[src/core/dmp_pkg.sv]
// package: constants and types for the display memory port
package dmp_pkg;
    // memory cycle phase lengths in dot clocks
    localparam int unsigned ROW_SETUP_CYC  = 1;
    localparam int unsigned RAS_HOLD_CYC   = 2;
    localparam int unsigned CAS_CYC        = 2;
    localparam int unsigned PHASE_CNT_W    = 3;
    localparam logic [2:0]  PHASE_ONE      = 3'h1;
    localparam logic [2:0]  PHASE_ZERO     = 3'h0;
    // ready drives high for one dot clock before floating
    localparam int unsigned RDY_HIGH_CYC   = 1;
    // plane index of the font plane
    localparam int unsigned FONT_PLANE     = 2;
    localparam logic [3:0]  FONT_PLANE_MASK = 4'h4;
    localparam logic [3:0]  ALL_PLANES_OFF  = 4'hf;
    localparam logic [7:0]  BYTE_ZERO       = 8'h00;
    // memory cycle kinds and states
    typedef enum logic [1:0] {
        KIND_REFRESH,
        KIND_HOST_RD,
        KIND_HOST_WR
    } kind_t;
    typedef enum logic [2:0] {
        ST_IDLE,
        ST_EARLY,
        ST_ROW,
        ST_COL,
        ST_DONE
    } state_t;
endpackage

[src/core/mem_bus_if.sv]
// interface: one plane-pair multiplexed bus between top and bus driver
`timescale 1ns/1ns
interface mem_bus_if;
    logic [7:0] row_addr;
    logic [7:0] col_addr;
    logic [7:0] wr_data;
    logic       sel_col;
    logic       drive_data;
    logic       drive_addr;
    logic [7:0] rd_data;
    modport ctrl (
        output row_addr,
        output col_addr,
        output wr_data,
        output sel_col,
        output drive_data,
        output drive_addr,
        input  rd_data
    );
    modport drv (
        input  row_addr,
        input  col_addr,
        input  wr_data,
        input  sel_col,
        input  drive_data,
        input  drive_addr,
        output rd_data
    );
endinterface

[src/core/pair_bus.sv]
// module: address/data multiplexer for one plane-pair bus
`timescale 1ns/1ns
module pair_bus (
    input  wire logic       i_clk,
    input  wire logic       i_rst_n,
    input  wire logic       i_cap,
    input  wire logic [7:0] i_pin,
    output logic      [7:0] o_pin,
    output logic            o_pin_oe_n,
    mem_bus_if.drv          bus
);
    typedef struct packed {
        logic [7:0] out;
        logic       oe_n;
        logic [7:0] rd;
    } st_t;
    st_t st_r;
    st_t st_nxt;

    // ---------------------------------------------------------------
    // row then column address, then write data; read data captured
    // ---------------------------------------------------------------
    always_comb begin
        st_nxt = st_r;
        st_nxt.oe_n = ~(bus.drive_addr | bus.drive_data);
        if (bus.drive_data) begin
            st_nxt.out = bus.wr_data;
        end else if (bus.sel_col) begin
            st_nxt.out = bus.col_addr;
        end else begin
            st_nxt.out = bus.row_addr;
        end
        if (i_cap) begin
            st_nxt.rd = i_pin;
        end
    end

    // registered so the pins are glitch free
    always_ff @(posedge i_clk or negedge i_rst_n) begin
        if (!i_rst_n) begin
            st_r <= '{out: dmp_pkg::BYTE_ZERO, oe_n: 1'b1,
                      rd: dmp_pkg::BYTE_ZERO};
        end else begin
            st_r <= st_nxt;
        end
    end

    assign o_pin      = st_r.out;
    assign o_pin_oe_n = st_r.oe_n;
    assign bus.rd_data = st_r.rd;
endmodule

[src/core/display_mem_port.sv]
// module: display memory port with host ready, irq and trap pins
`timescale 1ns/1ns
module display_mem_port #(
    parameter int unsigned ADDR_W = 16
) (
    input  wire logic              i_clk,
    input  wire logic              i_rstn,
    // host side request
    input  wire logic              i_host_req,
    input  wire logic              i_host_wr,
    input  wire logic [ADDR_W-1:0] i_host_addr,
    input  wire logic [3:0]        i_host_plane_mask,
    input  wire logic [31:0]       i_host_wdata,
    output logic      [31:0]       o_host_rdata,
    output logic                   o_host_done,
    // display refresh fetch request
    input  wire logic              i_fetch_req,
    input  wire logic [ADDR_W-1:0] i_fetch_addr,
    input  wire logic              i_text_mode,
    // retrace interrupt control bits
    input  wire logic              i_irq_event,
    input  wire logic              i_irq_enable,
    input  wire logic              i_irq_clear_bit,
    input  wire logic              i_irq_clear_wr,
    // emulation trap
    input  wire logic              i_trap_is_output,
    input  wire logic              i_trap_request,
    input  wire logic              i_trap_pin,
    output logic                   o_trap_pin,
    output logic                   o_trap_pin_oe_n,
    // host bus pins
    output logic                   o_ready_n,
    output logic                   o_ready_n_oe_n,
    output logic                   o_display_irq,
    output logic                   o_display_irq_oe_n,
    // display memory pins
    input  wire logic [7:0]        i_planes01_bus,
    output logic      [7:0]        o_planes01_bus,
    output logic                   o_planes01_bus_oe_n,
    input  wire logic [7:0]        i_planes23_bus,
    output logic      [7:0]        o_planes23_bus,
    output logic                   o_planes23_bus_oe_n,
    output logic                   o_ras_n,
    output logic                   o_cas_n,
    output logic                   o_plane02_read_en_n,
    output logic                   o_plane13_read_en_n,
    output logic      [3:0]        o_plane_write_en_n,
    output logic                   o_early_mem_en_n,
    output logic                   o_attr_shift_load_n
);
    // ---------------------------------------------------------------
    // state
    // ---------------------------------------------------------------
    typedef struct packed {
        logic [1:0]           rst_sync;
        dmp_pkg::state_t      state;
        dmp_pkg::kind_t       kind;
        logic [dmp_pkg::PHASE_CNT_W-1:0] cnt;
        logic                 second;   // second read of pair
        logic [ADDR_W-1:0]    addr;
        logic [31:0]          wdata;
        logic [3:0]           wmask;
        logic [31:0]          rdata;
        logic                 done;
        logic                 ras_n;
        logic                 cas_n;
        logic                 plane02_read_en_n_n;
        logic                 plane13_read_en_n_n;
        logic [3:0]           we_n;
        logic                 early_n;
        logic                 sload_n;
        logic                 irq_pend;
        logic                 rdy_n;
        logic                 rdy_oe_n;
        logic [2:0]           trap_sync;
    } st_t;
    st_t st_r;
    st_t st_nxt;
    logic rst_n;
    logic cap;
    logic trap_low;
    mem_bus_if bus01();
    mem_bus_if bus23();

    assign rst_n = st_r.rst_sync[1];
    // pin synchroniser: stage 0 only feeds stage 1
    assign trap_low = ~st_r.trap_sync[1] & ~st_r.trap_sync[2];
    // capture in the clock after the read enable was driven
    assign cap = (st_r.state == dmp_pkg::ST_COL) && !st_r.cas_n;

    // ---------------------------------------------------------------
    // two plane-pair buses
    // ---------------------------------------------------------------
    pair_bus u_bus01 (
        .i_clk      (i_clk),
        .i_rst_n    (rst_n),
        .i_cap      (cap),
        .i_pin      (i_planes01_bus),
        .o_pin      (o_planes01_bus),
        .o_pin_oe_n (o_planes01_bus_oe_n),
        .bus        (bus01.drv)
    );
    pair_bus u_bus23 (
        .i_clk      (i_clk),
        .i_rst_n    (rst_n),
        .i_cap      (cap),
        .i_pin      (i_planes23_bus),
        .o_pin      (o_planes23_bus),
        .o_pin_oe_n (o_planes23_bus_oe_n),
        .bus        (bus23.drv)
    );

    // same address on both pairs; data lanes per plane
    always_comb begin
        bus01.row_addr   = st_r.addr[ADDR_W-1:8];
        bus01.col_addr   = st_r.addr[7:0];
        bus23.row_addr   = st_r.addr[ADDR_W-1:8];
        bus23.col_addr   = st_r.addr[7:0];
        bus01.sel_col    = (st_r.state == dmp_pkg::ST_COL) ||
                           (st_r.state == dmp_pkg::ST_ROW && st_r.cnt ==
                            dmp_pkg::PHASE_CNT_W'(dmp_pkg::RAS_HOLD_CYC));
        bus23.sel_col    = bus01.sel_col;
        bus01.drive_addr = (st_r.state == dmp_pkg::ST_ROW) ||
                           (st_r.state == dmp_pkg::ST_COL && st_r.cas_n);
        bus23.drive_addr = bus01.drive_addr;
        bus01.drive_data = (st_r.kind == dmp_pkg::KIND_HOST_WR) &&
                           (st_r.state == dmp_pkg::ST_COL) && !st_r.cas_n;
        bus23.drive_data = bus01.drive_data;
        // plane 0/1 share one bus: lane picked by which write strobe
        bus01.wr_data = st_r.wmask[0] ? st_r.wdata[7:0]
                                      : st_r.wdata[15:8];
        bus23.wr_data = st_r.wmask[2] ? st_r.wdata[23:16]
                                      : st_r.wdata[31:24];
    end

    // ---------------------------------------------------------------
    // sequencer, host handshake, irq and trap
    // ---------------------------------------------------------------
    always_comb begin
        st_nxt = st_r;
        st_nxt.rst_sync = {st_r.rst_sync[0], 1'b1};
        st_nxt.trap_sync = {st_r.trap_sync[1:0], i_trap_pin};
        st_nxt.done = 1'b0;
        st_nxt.sload_n = 1'b1;
        st_nxt.early_n = 1'b1;
        st_nxt.cnt = st_r.cnt + dmp_pkg::PHASE_ONE;
        // ready floats after its one high cycle
        if (!st_r.rdy_oe_n && st_r.rdy_n) begin
            st_nxt.rdy_oe_n = 1'b1;
        end
        case (st_r.state)
            dmp_pkg::ST_IDLE: begin
                st_nxt.cnt = dmp_pkg::PHASE_ZERO;
                if (i_host_req) begin
                    st_nxt.state = dmp_pkg::ST_EARLY;
                    st_nxt.early_n = 1'b0;
                    st_nxt.rdy_n = 1'b0;
                    st_nxt.rdy_oe_n = 1'b0;
                    st_nxt.kind = i_host_wr ? dmp_pkg::KIND_HOST_WR
                                            : dmp_pkg::KIND_HOST_RD;
                    st_nxt.addr = i_host_addr;
                    st_nxt.wdata = i_host_wdata;
                    // trap input low: writes go to font plane only
                    st_nxt.wmask = (!i_trap_is_output && trap_low) ?
                        dmp_pkg::FONT_PLANE_MASK :
                        i_host_plane_mask;
                end else if (i_fetch_req) begin
                    st_nxt.state = dmp_pkg::ST_ROW;
                    st_nxt.kind = dmp_pkg::KIND_REFRESH;
                    st_nxt.addr = i_fetch_addr;
                end
            end
            dmp_pkg::ST_EARLY: begin
                st_nxt.state = dmp_pkg::ST_ROW;
                st_nxt.cnt = dmp_pkg::PHASE_ZERO;
            end
            dmp_pkg::ST_ROW: begin
                if (st_r.cnt == dmp_pkg::PHASE_CNT_W'(
                        dmp_pkg::ROW_SETUP_CYC)) begin
                    st_nxt.ras_n = 1'b0;
                end
                if (st_r.cnt == dmp_pkg::PHASE_CNT_W'(
                        dmp_pkg::RAS_HOLD_CYC)) begin
                    st_nxt.state = dmp_pkg::ST_COL;
                    st_nxt.cnt = dmp_pkg::PHASE_ZERO;
                end
            end
            dmp_pkg::ST_COL: begin
                if (st_r.cnt == dmp_pkg::PHASE_ZERO) begin
                    st_nxt.cas_n = 1'b0;
                    if (st_r.kind == dmp_pkg::KIND_HOST_WR) begin
                        st_nxt.we_n = ~st_r.wmask;
                    end else begin
                        st_nxt.plane02_read_en_n_n = st_r.second;
                        st_nxt.plane13_read_en_n_n = ~st_r.second;
                    end
                end
                if (st_r.cnt == dmp_pkg::PHASE_CNT_W'(dmp_pkg::CAS_CYC))
                begin
                    st_nxt.state = dmp_pkg::ST_DONE;
                end
            end
            dmp_pkg::ST_DONE: begin
                // last capture was taken after our column drive let go
                if (st_r.second) begin
                    st_nxt.rdata[15:8]  = bus01.rd_data;
                    st_nxt.rdata[31:24] = bus23.rd_data;
                end else begin
                    st_nxt.rdata[7:0]   = bus01.rd_data;
                    st_nxt.rdata[23:16] = bus23.rd_data;
                end
                // release strobes at cycle end
                st_nxt.ras_n = 1'b1;
                st_nxt.cas_n = 1'b1;
                st_nxt.plane02_read_en_n_n = 1'b1;
                st_nxt.plane13_read_en_n_n = 1'b1;
                st_nxt.we_n = dmp_pkg::ALL_PLANES_OFF;
                st_nxt.cnt = dmp_pkg::PHASE_ZERO;
                if (st_r.kind != dmp_pkg::KIND_HOST_WR && !st_r.second)
                begin
                    // planes 1 and 3 take a second full row cycle
                    st_nxt.second = 1'b1;
                    st_nxt.state = dmp_pkg::ST_ROW;
                end else begin
                    st_nxt.second = 1'b0;
                    st_nxt.state = dmp_pkg::ST_IDLE;
                    if (st_r.kind == dmp_pkg::KIND_REFRESH) begin
                        st_nxt.sload_n = ~i_text_mode;
                    end else begin
                        st_nxt.done = 1'b1;
                        st_nxt.rdy_n = 1'b1;
                    end
                end
            end
            default: st_nxt.state = dmp_pkg::ST_IDLE;
        endcase
        // set wins over the clear
        if (i_irq_clear_wr && !i_irq_clear_bit) begin
            st_nxt.irq_pend = 1'b0;
        end
        if (i_irq_event) begin
            st_nxt.irq_pend = 1'b1;
        end
    end

    always_ff @(posedge i_clk or negedge i_rstn) begin
        if (!i_rstn) begin
            st_r <= '{rst_sync: 2'h0, state: dmp_pkg::ST_IDLE,
                      kind: dmp_pkg::KIND_REFRESH, cnt: 3'h0,
                      second: 1'b0, addr: '0, wdata: 32'h0,
                      wmask: 4'h0, rdata: 32'h0, done: 1'b0,
                      ras_n: 1'b1, cas_n: 1'b1, plane02_read_en_n_n: 1'b1,
                      plane13_read_en_n_n: 1'b1, we_n: 4'hf, early_n: 1'b1,
                      sload_n: 1'b1, irq_pend: 1'b0, rdy_n: 1'b1,
                      rdy_oe_n: 1'b1, trap_sync: 3'h7};
        end else begin
            st_r <= st_nxt;
        end
    end

    // ---------------------------------------------------------------
    // outputs
    // ---------------------------------------------------------------
    assign o_display_irq      = st_r.irq_pend & i_irq_enable;
    assign o_display_irq_oe_n = ~o_display_irq;
    assign o_ready_n          = st_r.rdy_n;
    assign o_ready_n_oe_n     = st_r.rdy_oe_n;
    assign o_trap_pin         = ~i_trap_request;
    assign o_trap_pin_oe_n    = ~i_trap_is_output;
    assign o_ras_n            = st_r.ras_n;
    assign o_cas_n            = st_r.cas_n;
    assign o_plane02_read_en_n = st_r.plane02_read_en_n_n;
    assign o_plane13_read_en_n = st_r.plane13_read_en_n_n;
    assign o_plane_write_en_n = st_r.we_n;
    assign o_early_mem_en_n   = st_r.early_n;
    assign o_attr_shift_load_n = st_r.sload_n;
    assign o_host_rdata       = st_r.rdata;
    assign o_host_done        = st_r.done;
endmodule

[config.mk]
export PLATFORM = sky130hd
export DESIGN_NAME = display_mem_port
export DESIGN_NICKNAME = d
export VERILOG_FILES = /design/src/core/dmp_pkg.sv /design/src/core/mem_bus_if.sv /design/src/core/pair_bus.sv /design/src/core/display_mem_port.sv
export SDC_FILE = /design/constraint.sdc
export NUM_CORES = 1
export LEC_CHECK = 0
export BUFFER_PORTS_ARGS = -buffer_cell sky130_fd_sc_hd__buf_2
export CAP_MARGIN = 20
export CELL_PAD_IN_SITES_DETAIL_PLACEMENT = 0
export CELL_PAD_IN_SITES_GLOBAL_PLACEMENT = 1
export CORE_AREA = 2 2 134 136
export CTS_CLUSTER_DIAMETER = 40
export DETAILED_ROUTE_END_ITERATION = 7
export DIE_AREA = 0 0 136 138
export PLACE_DENSITY_LB_ADDON = 0.1
export SYNTH_ARGS = -nofsm -noshare
export SYNTH_HDL_FRONTEND = slang
export SYNTH_SLANG_ARGS = --single-unit
[constraint.sdc]
create_clock -name i_clk -period 1 [get_ports i_clk]
set_input_delay 0.05 -clock i_clk [delete_from_list [all_inputs] [get_ports i_clk]]
set_output_delay 0.05 -clock i_clk [all_outputs]
set_load 0.05 [all_outputs]
==> results of run 1 <==
[sequential cells by signal, indices dropped and copies added, names as in the netlist, 3 cells and up]
name                 flops
u_bus23.o_pin            8
u_bus01.bus.rd_data      8
st_nxt                   3
bus01.col_addr           8
st_r                    47
bus01.row_addr           8
o_plane_write_en_n       4
o_host_rdata            32
u_bus23.bus.rd_data      8
u_bus01.o_pin            8
[worst max path at each step]
stage / start / end / slack [ns]
floorplan: o_cas_n / u_bus01.o_pin[3] / -0.79
global placement: st_r[109] / u_bus01.o_pin[6] / -0.71
detailed placement: st_r[103] / u_bus23.o_pin[1] / -0.75
CTS: st_r[108] / o_host_rdata[16] / -0.60
global route: st_r[108] / o_host_rdata[29] / -0.68
finish: st_r[108] / o_host_rdata[29] / -0.64
[repair_timing]
action / 4_1_cts / 5_1_grt
pin swaps: 44 / 28
setup buffers: 46 / 24
hold buffers: 92 / 0
hold endpoints to repair: 176 / 0
setup endpoints to repair: 204 / 204
resized for setup: 249 / 87
cloned: 10 / 5
[through the flow]
stage / hold WS [ns] / util (%) / area [sq um]
final: 0.00966 / 63.3 / 11100
after global routing: 0.00481 / 63.3 / 11100
after CTS: 0.00191 / 60.5 / 10600
after detailed placement: -0.0981 / 43.9 / 7700
after global placement: -0.101 / 43.9 / 7700
after floorplan: -0.246 / - / 6580
[Yosys cell counts, types with 2 or more instances]
cell type                  count  share of area, %
sky130_fd_sc_hd__buf_2        12              0.95
sky130_fd_sc_hd__nand3b_1      2              0.24
sky130_fd_sc_hd__clkbuf_1      4              0.24
sky130_fd_sc_hd__ha_1          4              0.79
sky130_fd_sc_hd__buf_1         3              0.18
sky130_fd_sc_hd__dfstp_2      16               6.7
sky130_fd_sc_hd__o211a_1       8               1.3
sky130_fd_sc_hd__dfrtp_1     129                51
sky130_fd_sc_hd__nand2_1     117               7.0
sky130_fd_sc_hd__inv_1         7              0.42
sky130_fd_sc_hd__a211oi_2      3              0.60
sky130_fd_sc_hd__a22o_1        3              0.42
sky130_fd_sc_hd__o21ai_0       6              0.48
sky130_fd_sc_hd__nor2b_1       3              0.30
sky130_fd_sc_hd__nor2_1       25               1.5
sky130_fd_sc_hd__a21o_1        2              0.24
sky130_fd_sc_hd__and3_1        2              0.20
sky130_fd_sc_hd__o211ai_1      5              0.60
sky130_fd_sc_hd__mux2_2       41               7.3
sky130_fd_sc_hd__nand3_1       2              0.16
sky130_fd_sc_hd__nand2b_1      3              0.30
sky130_fd_sc_hd__buf_6         5              0.89
sky130_fd_sc_hd__mux2_1        8               1.4
sky130_fd_sc_hd__mux2i_1      33               5.2
sky130_fd_sc_hd__a211oi_1      6              0.71
sky130_fd_sc_hd__a21oi_1      40               3.2
sky130_fd_sc_hd__buf_4        43               5.1
[metal layers]
metal / vias up / GRT usage (%) / share of wire (%)
met1: 2591 / 25.5 / 44
met2: 142 / 32.2 / 51
li1: 2499 / - / -
met4: 0 / 6.03 / 1.2
met3: 16 / 4.62 / 4.6
met5: - / 0 / 0
[critical path, stage by stage (launching register included)]
cell	delay [ns]
sky130_fd_sc_hd__dfrtp_1	0.39
sky130_fd_sc_hd__buf_6	0.14
sky130_fd_sc_hd__buf_4	0.14
sky130_fd_sc_hd__nor2_4	0.11
sky130_fd_sc_hd__and3_4	0.26
sky130_fd_sc_hd__clkbuf_16	0.18
sky130_fd_sc_hd__mux2_4	0.30
[area by class of cell]
| type | count | share of cell area (%) |
|---|---|---|
| Timing Repair Buffer | 381 | 33.1 |
| Sequential cell | 145 | 32.9 |
| Multi-Input combinational cell | 331 | 25.6 |
| Clock buffer | 23 | 4.49 |
| Tap cell | 229 | 2.58 |
| Clock inverter | 8 | 0.924 |
| Inverter | 8 | 0.372 |
| Timing Repair inverter | 1 | 0.101 |
[power by group through the flow]
stage               clock network [uW]  registers [uW]  logic, uW
global placement                     0            9870      11000
floorplan                            0           11000       7050
global route                      6830           10500      16700
finish                            6420           10300      15800
CTS                               6540           10100      14300
detailed placement                   0            9890      11100
[logic make-up (layout without fill, tap and decap cells)]
| group | count (synthesis) | count (layout) | share of synthesized area [%] |
|---|---|---|---|
| AOI/OAI and AO/OA | 78 | 78 | 8.17 |
| xor gates and xnor gates | 1 | 1 | 0.139 |
| adders and majority gates | 4 | 4 | 0.794 |
| buffers and inverters | 75 | 421 | 7.86 |
| DFF | 145 | 145 | 57.8 |
| muxes | 82 | 82 | 14.0 |
| other | 1 | 1 | 0.0595 |
| and+or+nand+nor | 164 | 165 | 11.1 |
==> flow_summary.rst, run 1 <==
.. list-table::
   :header-rows: 1

   * - Metric
     - Value
   * - Status
     - finished, violations left
   * - Violations in the final reports
     - negative setup slack
   * - Core ar.
     - around 0.018 sq mm
   * - Sequential fraction of the synthesis area
     - between 50 and 60%
   * - Initial cell density of the core
     - a little over a third
   * - Detailed Routing Iterations Pass 1
     - 4
   * - Inserted Clock Buffers
     - 17
   * - Post-synth EDFFs
     - 0
   * - Count of boundary I/O pins
     - roughly 160
   * - Standby leakage power
     - between 0.005 and 0.006 uW
   * - Warning count from the yosys run
     - 0
   * - Count of fill cells added during filler insertion
     - between 1000 and 1500
   * - Antenna violations before repair
     - 0
   * - Switching power
     - about 12000 uW
   * - Detail Placement HPWL
     - around 11000 um
   * - Area of the die
     - between 0.015 and 0.02 sq mm
   * - Post-route fraction of the period consumed by the critical path
     - 164%
   * - Worst setup slack for register-to-register paths
     - -0.64 ns
   * - Netlist area before placement
     - around 0.0063 sq mm
   * - Share of power burned in combinational logic
     - slightly below 50%
   * - Most frequent cells in the layout
     - sky130_fd_sc_hd__dfrtp_1, sky130_fd_sc_hd__buf_2, sky130_fd_sc_hd__dlygate4sd3_1
   * - CTS tree
     - done
   * - Setup TNS
     - -77.57 ns
   * - Post-detailed-route via-to-cell ratio
     - between 4 and 5
   * - Post-place setup slack
     - -0.753 ns
   * - Final instance count without filler cells
     - approximately 1100
   * - Synth async-reset ratio
     - 100%
   * - Highest attainable clock frequency
     - slightly above 600 MHz
   * - Rows
     - 49
   * - Count of maximum capacitance violations
     - 0
   * - Detailed router's first-iteration violation count
     - around 160
   * - Maximum vdd drop
     - approximately 2000 uV
   * - Routability cong.
     - roughly 0.8
   * - Antenna-violating nets left
     - 0
   * - Pin count of the biggest net entering global routing
     - between 50 and 60
   * - Netlist cell types
     - between 40 and 50
   * - Total routed wirelength
     - between 15000 and 20000 um
   * - Switching share of total power
     - approximately 38%
   * - Seq cells post-synth
     - approximately 150
   * - Post-layout power
     - between 30000 and 40000 uW
   * - Depth of the worst register-to-register path
     - 6
   * - Sequential cell area
     - 0.00365 sq mm
   * - Final setup vio count
     - 204
   * - Slack of the critical path
     - -0.644 ns
   * - Number of placed instances with taps included
     - about 930
   * - Clock tree skew after final layout
     - approximately 0.0084 ns
   * - Number of nets at the end of the flow
     - 986
   * - CP Data Required Time
     - 1.30 ns
   * - Internal Pwr Total
     - 20300 uW
   * - Vertical die dimension
     - roughly 140 um
   * - Count of inserted antenna diode cells
     - 0
   * - Worst-path fanout max
     - 6
   * - Area occupied by multi-input gates
     - ~0.0028 sq mm
   * - Horizontal extent of the die
     - roughly 140 um
   * - Avg Cell Area, Syn
     - approximately 11 sq um
   * - RSZ-0062 raised after global routing
     - yes
   * - Startpoint of the most critical register-to-register path
     - st_r[108]
   * - Global-route wire length before repair
     - 28100 um
   * - Post-Syn Nets
     - ~650
   * - Skew-Pair Late Insertion Delay
     - about 0.42 ns
   * - Kind of critical path
     - reg2reg
   * - Sinks on Clock Net
     - around 150
   * - Final hold violations
     - 0
   * - Total global routing overflow
     - 0
   * - Hold/Removal Path Class
     - in2async
   * - Clock root buffer
     - sky130_fd_sc_hd__clkbuf_16
   * - Synth-to-Final Area Change
     - 76.0%
   * - Final Max Tran Viols
     - 0
   * - Routed wire length per instance
     - between 15 and 20 um
   * - Clk network pwr share
     - 19.8%
   * - Global-route usage over all layers
     - 19.5%
   * - Worst flop-to-flop path endpoint
     - o_host_rdata[29]
   * - CP Launch Type
     - flip-flop
   * - Reg clk slew, reported paths
     - 0.06 ns
   * - Depth of the CTS H-tree
     - 4
   * - Sequential power share
     - a little under a third
   * - Crit path capture type
     - flip-flop
   * - Post-Synthesis Cells
     - 550
   * - Number of DRC violations after detailed routing
     - 0
   * - Power per cell area
     - 2930 mW/mm^2
   * - Top FF cell, synth
     - sky130_fd_sc_hd__dfrtp_1
   * - Maximum buffer depth of the clock tree
     - 2
   * - Endpoint arrival time on the critical path
     - 1.95 ns
   * - Overall via count from detail_route
     - 5248
   * - Post-layout minimum cycle time
     - roughly 1.6 ns
   * - Count of port buffers added during placement
     - between 150 and 200
   * - Share of layout cells above drive strength 1
     - 55.5%
   * - Most common cell after layout, fill and taps aside
     - sky130_fd_sc_hd__dfrtp_1
   * - Via count of the first global-routing pass
     - 5404
(Power assumes the default switching activity.)
==> run 2: changes to the inputs <==
Settings changed: CORE_AREA 2 2 134 136 to 2 2 123 125, DIE_AREA 0 0 136 138 to 0 0 125 127.
Clock period 1 ns to 1.9 ns, I/O delays scaled along.
==> run 2 against run 1 <==
Against the previous run:
- the flow now finishes without violations
- routed wire length is 20% lower
- clock skew is 0.0024 ns lower
- first-iteration DRC count is 4.4% higher
- fmax is 9.1% lower
- clock power is 44% lower
- core utilization is 3.7 points lower
- via count is 11% lower
- critical path depth is 2 lower
- sequential cell count stayed put
- combinational power is 67% lower
- cell area is 23% lower
- register-to-register slack better by 0.74 ns
- largest power group is now sequential cells
==> flow_summary.rst, run 2 (same netlist as run 1, synthesis figures left out) <==
.. list-table::
   :header-rows: 1

   * - Metric
     - Value
   * - CP top delay family
     - simple AND/OR/NAND/NOR gates
   * - Most frequent cells in the layout
     - sky130_fd_sc_hd__buf_2, sky130_fd_sc_hd__dfrtp_1, sky130_fd_sc_hd__nand2_1
   * - Reg clk slew, reported paths
     - ~0.060 ns
   * - Depth of the CTS H-tree
     - 4
   * - Initial cell density of the core
     - a little over two fifths
   * - Antenna-violating nets left
     - 0
   * - Sinks on Clock Net
     - 145
   * - Post-layout minimum cycle time
     - about 1.8 ns
   * - Clock tree skew after final layout
     - between 0.005 and 0.006 ns
   * - Share of layout cells above drive strength 1
     - a little over a third
   * - Core ar.
     - 0.0144 sq mm
   * - Kind of critical path
     - reg2reg
   * - Clock root buffer
     - sky130_fd_sc_hd__clkbuf_16
   * - Detail Placement HPWL
     - 10400 um
   * - Final setup vio count
     - 0
   * - Global-route usage over all layers
     - approximately a fifth
   * - Detailed Routing Iterations Pass 1
     - 4
   * - Worst Tran Pin Value
     - about 0.83 ns
   * - CTS tree
     - done
   * - Pin count of the biggest net entering global routing
     - 37
   * - Final Max Tran Viols
     - 0
   * - Most common cell after layout, fill and taps aside
     - sky130_fd_sc_hd__buf_2
   * - Final instance count without filler cells
     - 969
   * - Ordered list of cells on the worst path
     - buf_4 -> or3b_1 -> nor2_8 -> mux2_2
   * - Highest attainable clock frequency
     - roughly 550 MHz
   * - Rows
     - 44
   * - Wl on met1
     - 6410 um
   * - Critical path's slowest cell
     - sky130_fd_sc_hd__or3b_1
   * - Sequential power share
     - between 30% and 40%
   * - Total routed wirelength
     - between 15000 and 20000 um
   * - Startpoint of the most critical register-to-register path
     - st_r[109]
   * - Worst setup slack for register-to-register paths
     - about 0.092 ns
   * - Worst hold margin
     - 0.0190 ns
   * - Routability cong.
     - ~0.86
   * - Power per cell area
     - approximately 1600 mW/mm^2
   * - Number of DRC violations after detailed routing
     - 0
   * - Horizontal extent of the die
     - about 130 um
   * - Count of buffers added by post-CTS timing repair for setup
     - 0
   * - Hold/Removal Path Class
     - in2reg
   * - Via count of the first global-routing pass
     - 4904
   * - Count of inserted antenna diode cells
     - 0
   * - Number of nets at the end of the flow
     - 873
   * - Switching share of total power
     - approximately two fifths
   * - Internal Pwr Total
     - roughly 8600 uW
   * - End point of the worst hold path
     - bus01.col_addr[7]
   * - Endpoint arrival time on the critical path
     - 2.10 ns
   * - Crit path capture type
     - flip-flop
   * - Final hold violations
     - 0
   * - Relative slew slack
     - 44.9%
   * - Antenna violations before repair
     - 0
   * - Area of the die
     - approximately 0.016 sq mm
   * - CP bufs+invs
     - 1
   * - Inserted Clock Buffers
     - 17
   * - Biggest register
     - st_r
   * - Skew-Pair Late Insertion Delay
     - between 0.4 and 0.5 ns
   * - CP Launch Type
     - flip-flop
   * - Clk network pwr share
     - 25.5%
   * - Share of power burned in combinational logic
     - 36.9%
   * - Switching power
     - roughly 5400 uW
   * - Total global routing overflow
     - 0
   * - Vertical die dimension
     - roughly 130 um
   * - Synth-to-Final Area Change
     - 36.3%
   * - Maximum buffer depth of the clock tree
     - 2
   * - Count of port buffers added during placement
     - 163
   * - Post-detailed-route via-to-cell ratio
     - roughly 4.8
   * - Status
     - finished, final reports clean
   * - CP Data Required Time
     - about 2.2 ns
   * - Post-place setup slack
     - -0.0535 ns
   * - Maximum vdd drop
     - about 900 uV
   * - Met3 Routed Length
     - slightly above 700 um
   * - Count of maximum capacitance violations
     - 0
   * - Topmost layer with routed signal wires
     - met4
   * - Worst hold path stage count
     - 3
   * - Worst flop-to-flop path endpoint
     - o_host_rdata[0]
   * - Depth of the worst register-to-register path
     - 4
   * - Global-route wire length before repair
     - 24600 um
   * - Worst-path fanout max
     - 18
   * - Standby leakage power
     - roughly 0.0042 uW
   * - Overall via count from detail_route
     - ~4700
   * - Worst Min Path Start
     - i_fetch_addr[7]
   * - Slack of the critical path
     - ~0.092 ns
   * - Met2 WL post-DR
     - between 7000 and 8000 um
   * - Setup TNS
     - 0 ns
   * - Number of placed instances with taps included
     - 849
   * - Count of boundary I/O pins
     - ~160
   * - Routed wire length per instance
     - roughly 16 um
   * - Delay of the slowest cell on the worst path
     - around 0.46 ns
   * - Number of flip-flops in the largest register
     - 47
   * - Detailed router's first-iteration violation count
     - 166
   * - Post-route fraction of the period consumed by the critical path
     - between 90% and 100%
==> run 2: cell count changes in the layout (fill, tap and decap cells not counted), sizes merged <==
cell | previous run | this run
and3b | 2 | 1
buf | 285 | 182
bufinv | 2 | 5
clkbuf | 27 | 20
clkinv | 4 | 6
clkinvlp | 3 | 1
dlygate4sd3 | 92 | 88
==> run 2: metrics by stage <==
stage | power, uW | area (sq um) | util (%)
2_1_floorplan | 9180 | 6310 | -
3_3_place_gp | 10200 | 7070 | 49.0
3_5_place_dp | 10300 | 7070 | 49.0
4_1_cts | 14100 | 8590 | 59.6
5_1_grt | 14800 | 8590 | 59.6
6_report | 14000 | 8590 | 59.6
==> run 2: how the worst max path moves through the flow <==
| stage | startpoint | endpoint | slack [ns] | depth (start not counted) |
|---|---|---|---|---|
| 2_1_floorplan | o_cas_n | u_bus01.o_pin[3] | 0.05 | 7 |
| 3_5_place_dp | st_r[102] | u_bus23.o_pin[6] | -0.05 | 6 |
| 6_report | st_r[109] | o_host_rdata[0] | 0.09 | 4 |
| 4_1_cts | st_r[109] | o_host_rdata[0] | 0.06 | 4 |
| 3_3_place_gp | st_r[102] | u_bus01.o_pin[6] | 0.07 | 6 |
| 5_1_grt | st_r[102] | u_bus23.o_pin[6] | -0.002 | 7 |
==> run 2: power groups by stage <==
stage	combinational [uW]	clock, uW	sequential [uW]
floorplan	3440	0	5750
global placement	4930	0	5280
detailed placement	5040	0	5300
CTS	5220	3650	5280
global route	5600	3800	5430
finish	5160	3570	5250
==> run 2: final cells by class <==
type / instances / area [sq um]
tap: 184 / 230
multi-input combinational: 330 / 2170
inverter: 8 / 30.0
timing repair buffer: 270 / 1880
clock inverter: 12 / 188
sequential: 145 / 3650
fill: 1191 / 5830
clock buffer: 20 / 447
==> run 2: repair_timing <==
action | CTS | global route
setup endpoints to repair | 11 | 7
endpoints found under the hold margin | 103 | 0
resized for setup | 1 | 2
hold buffers | 88 | 0
==> run 2: worst register-to-register path: cells and delay by family, from the launching register on <==
kind	cells	cell delay, ns
muxes	1	0.39
buffers and inverters	1	0.17
and+or+nand+nor	2	0.80
DFF	1	0.33
==> run 2: per-layer routing <==
metal,GRT usage (%),vias to the layer above
li1,-,2272
met4,7.71,0
met5,0,-
met2,34.4,134
met1,24.1,2247
met3,4.77,23
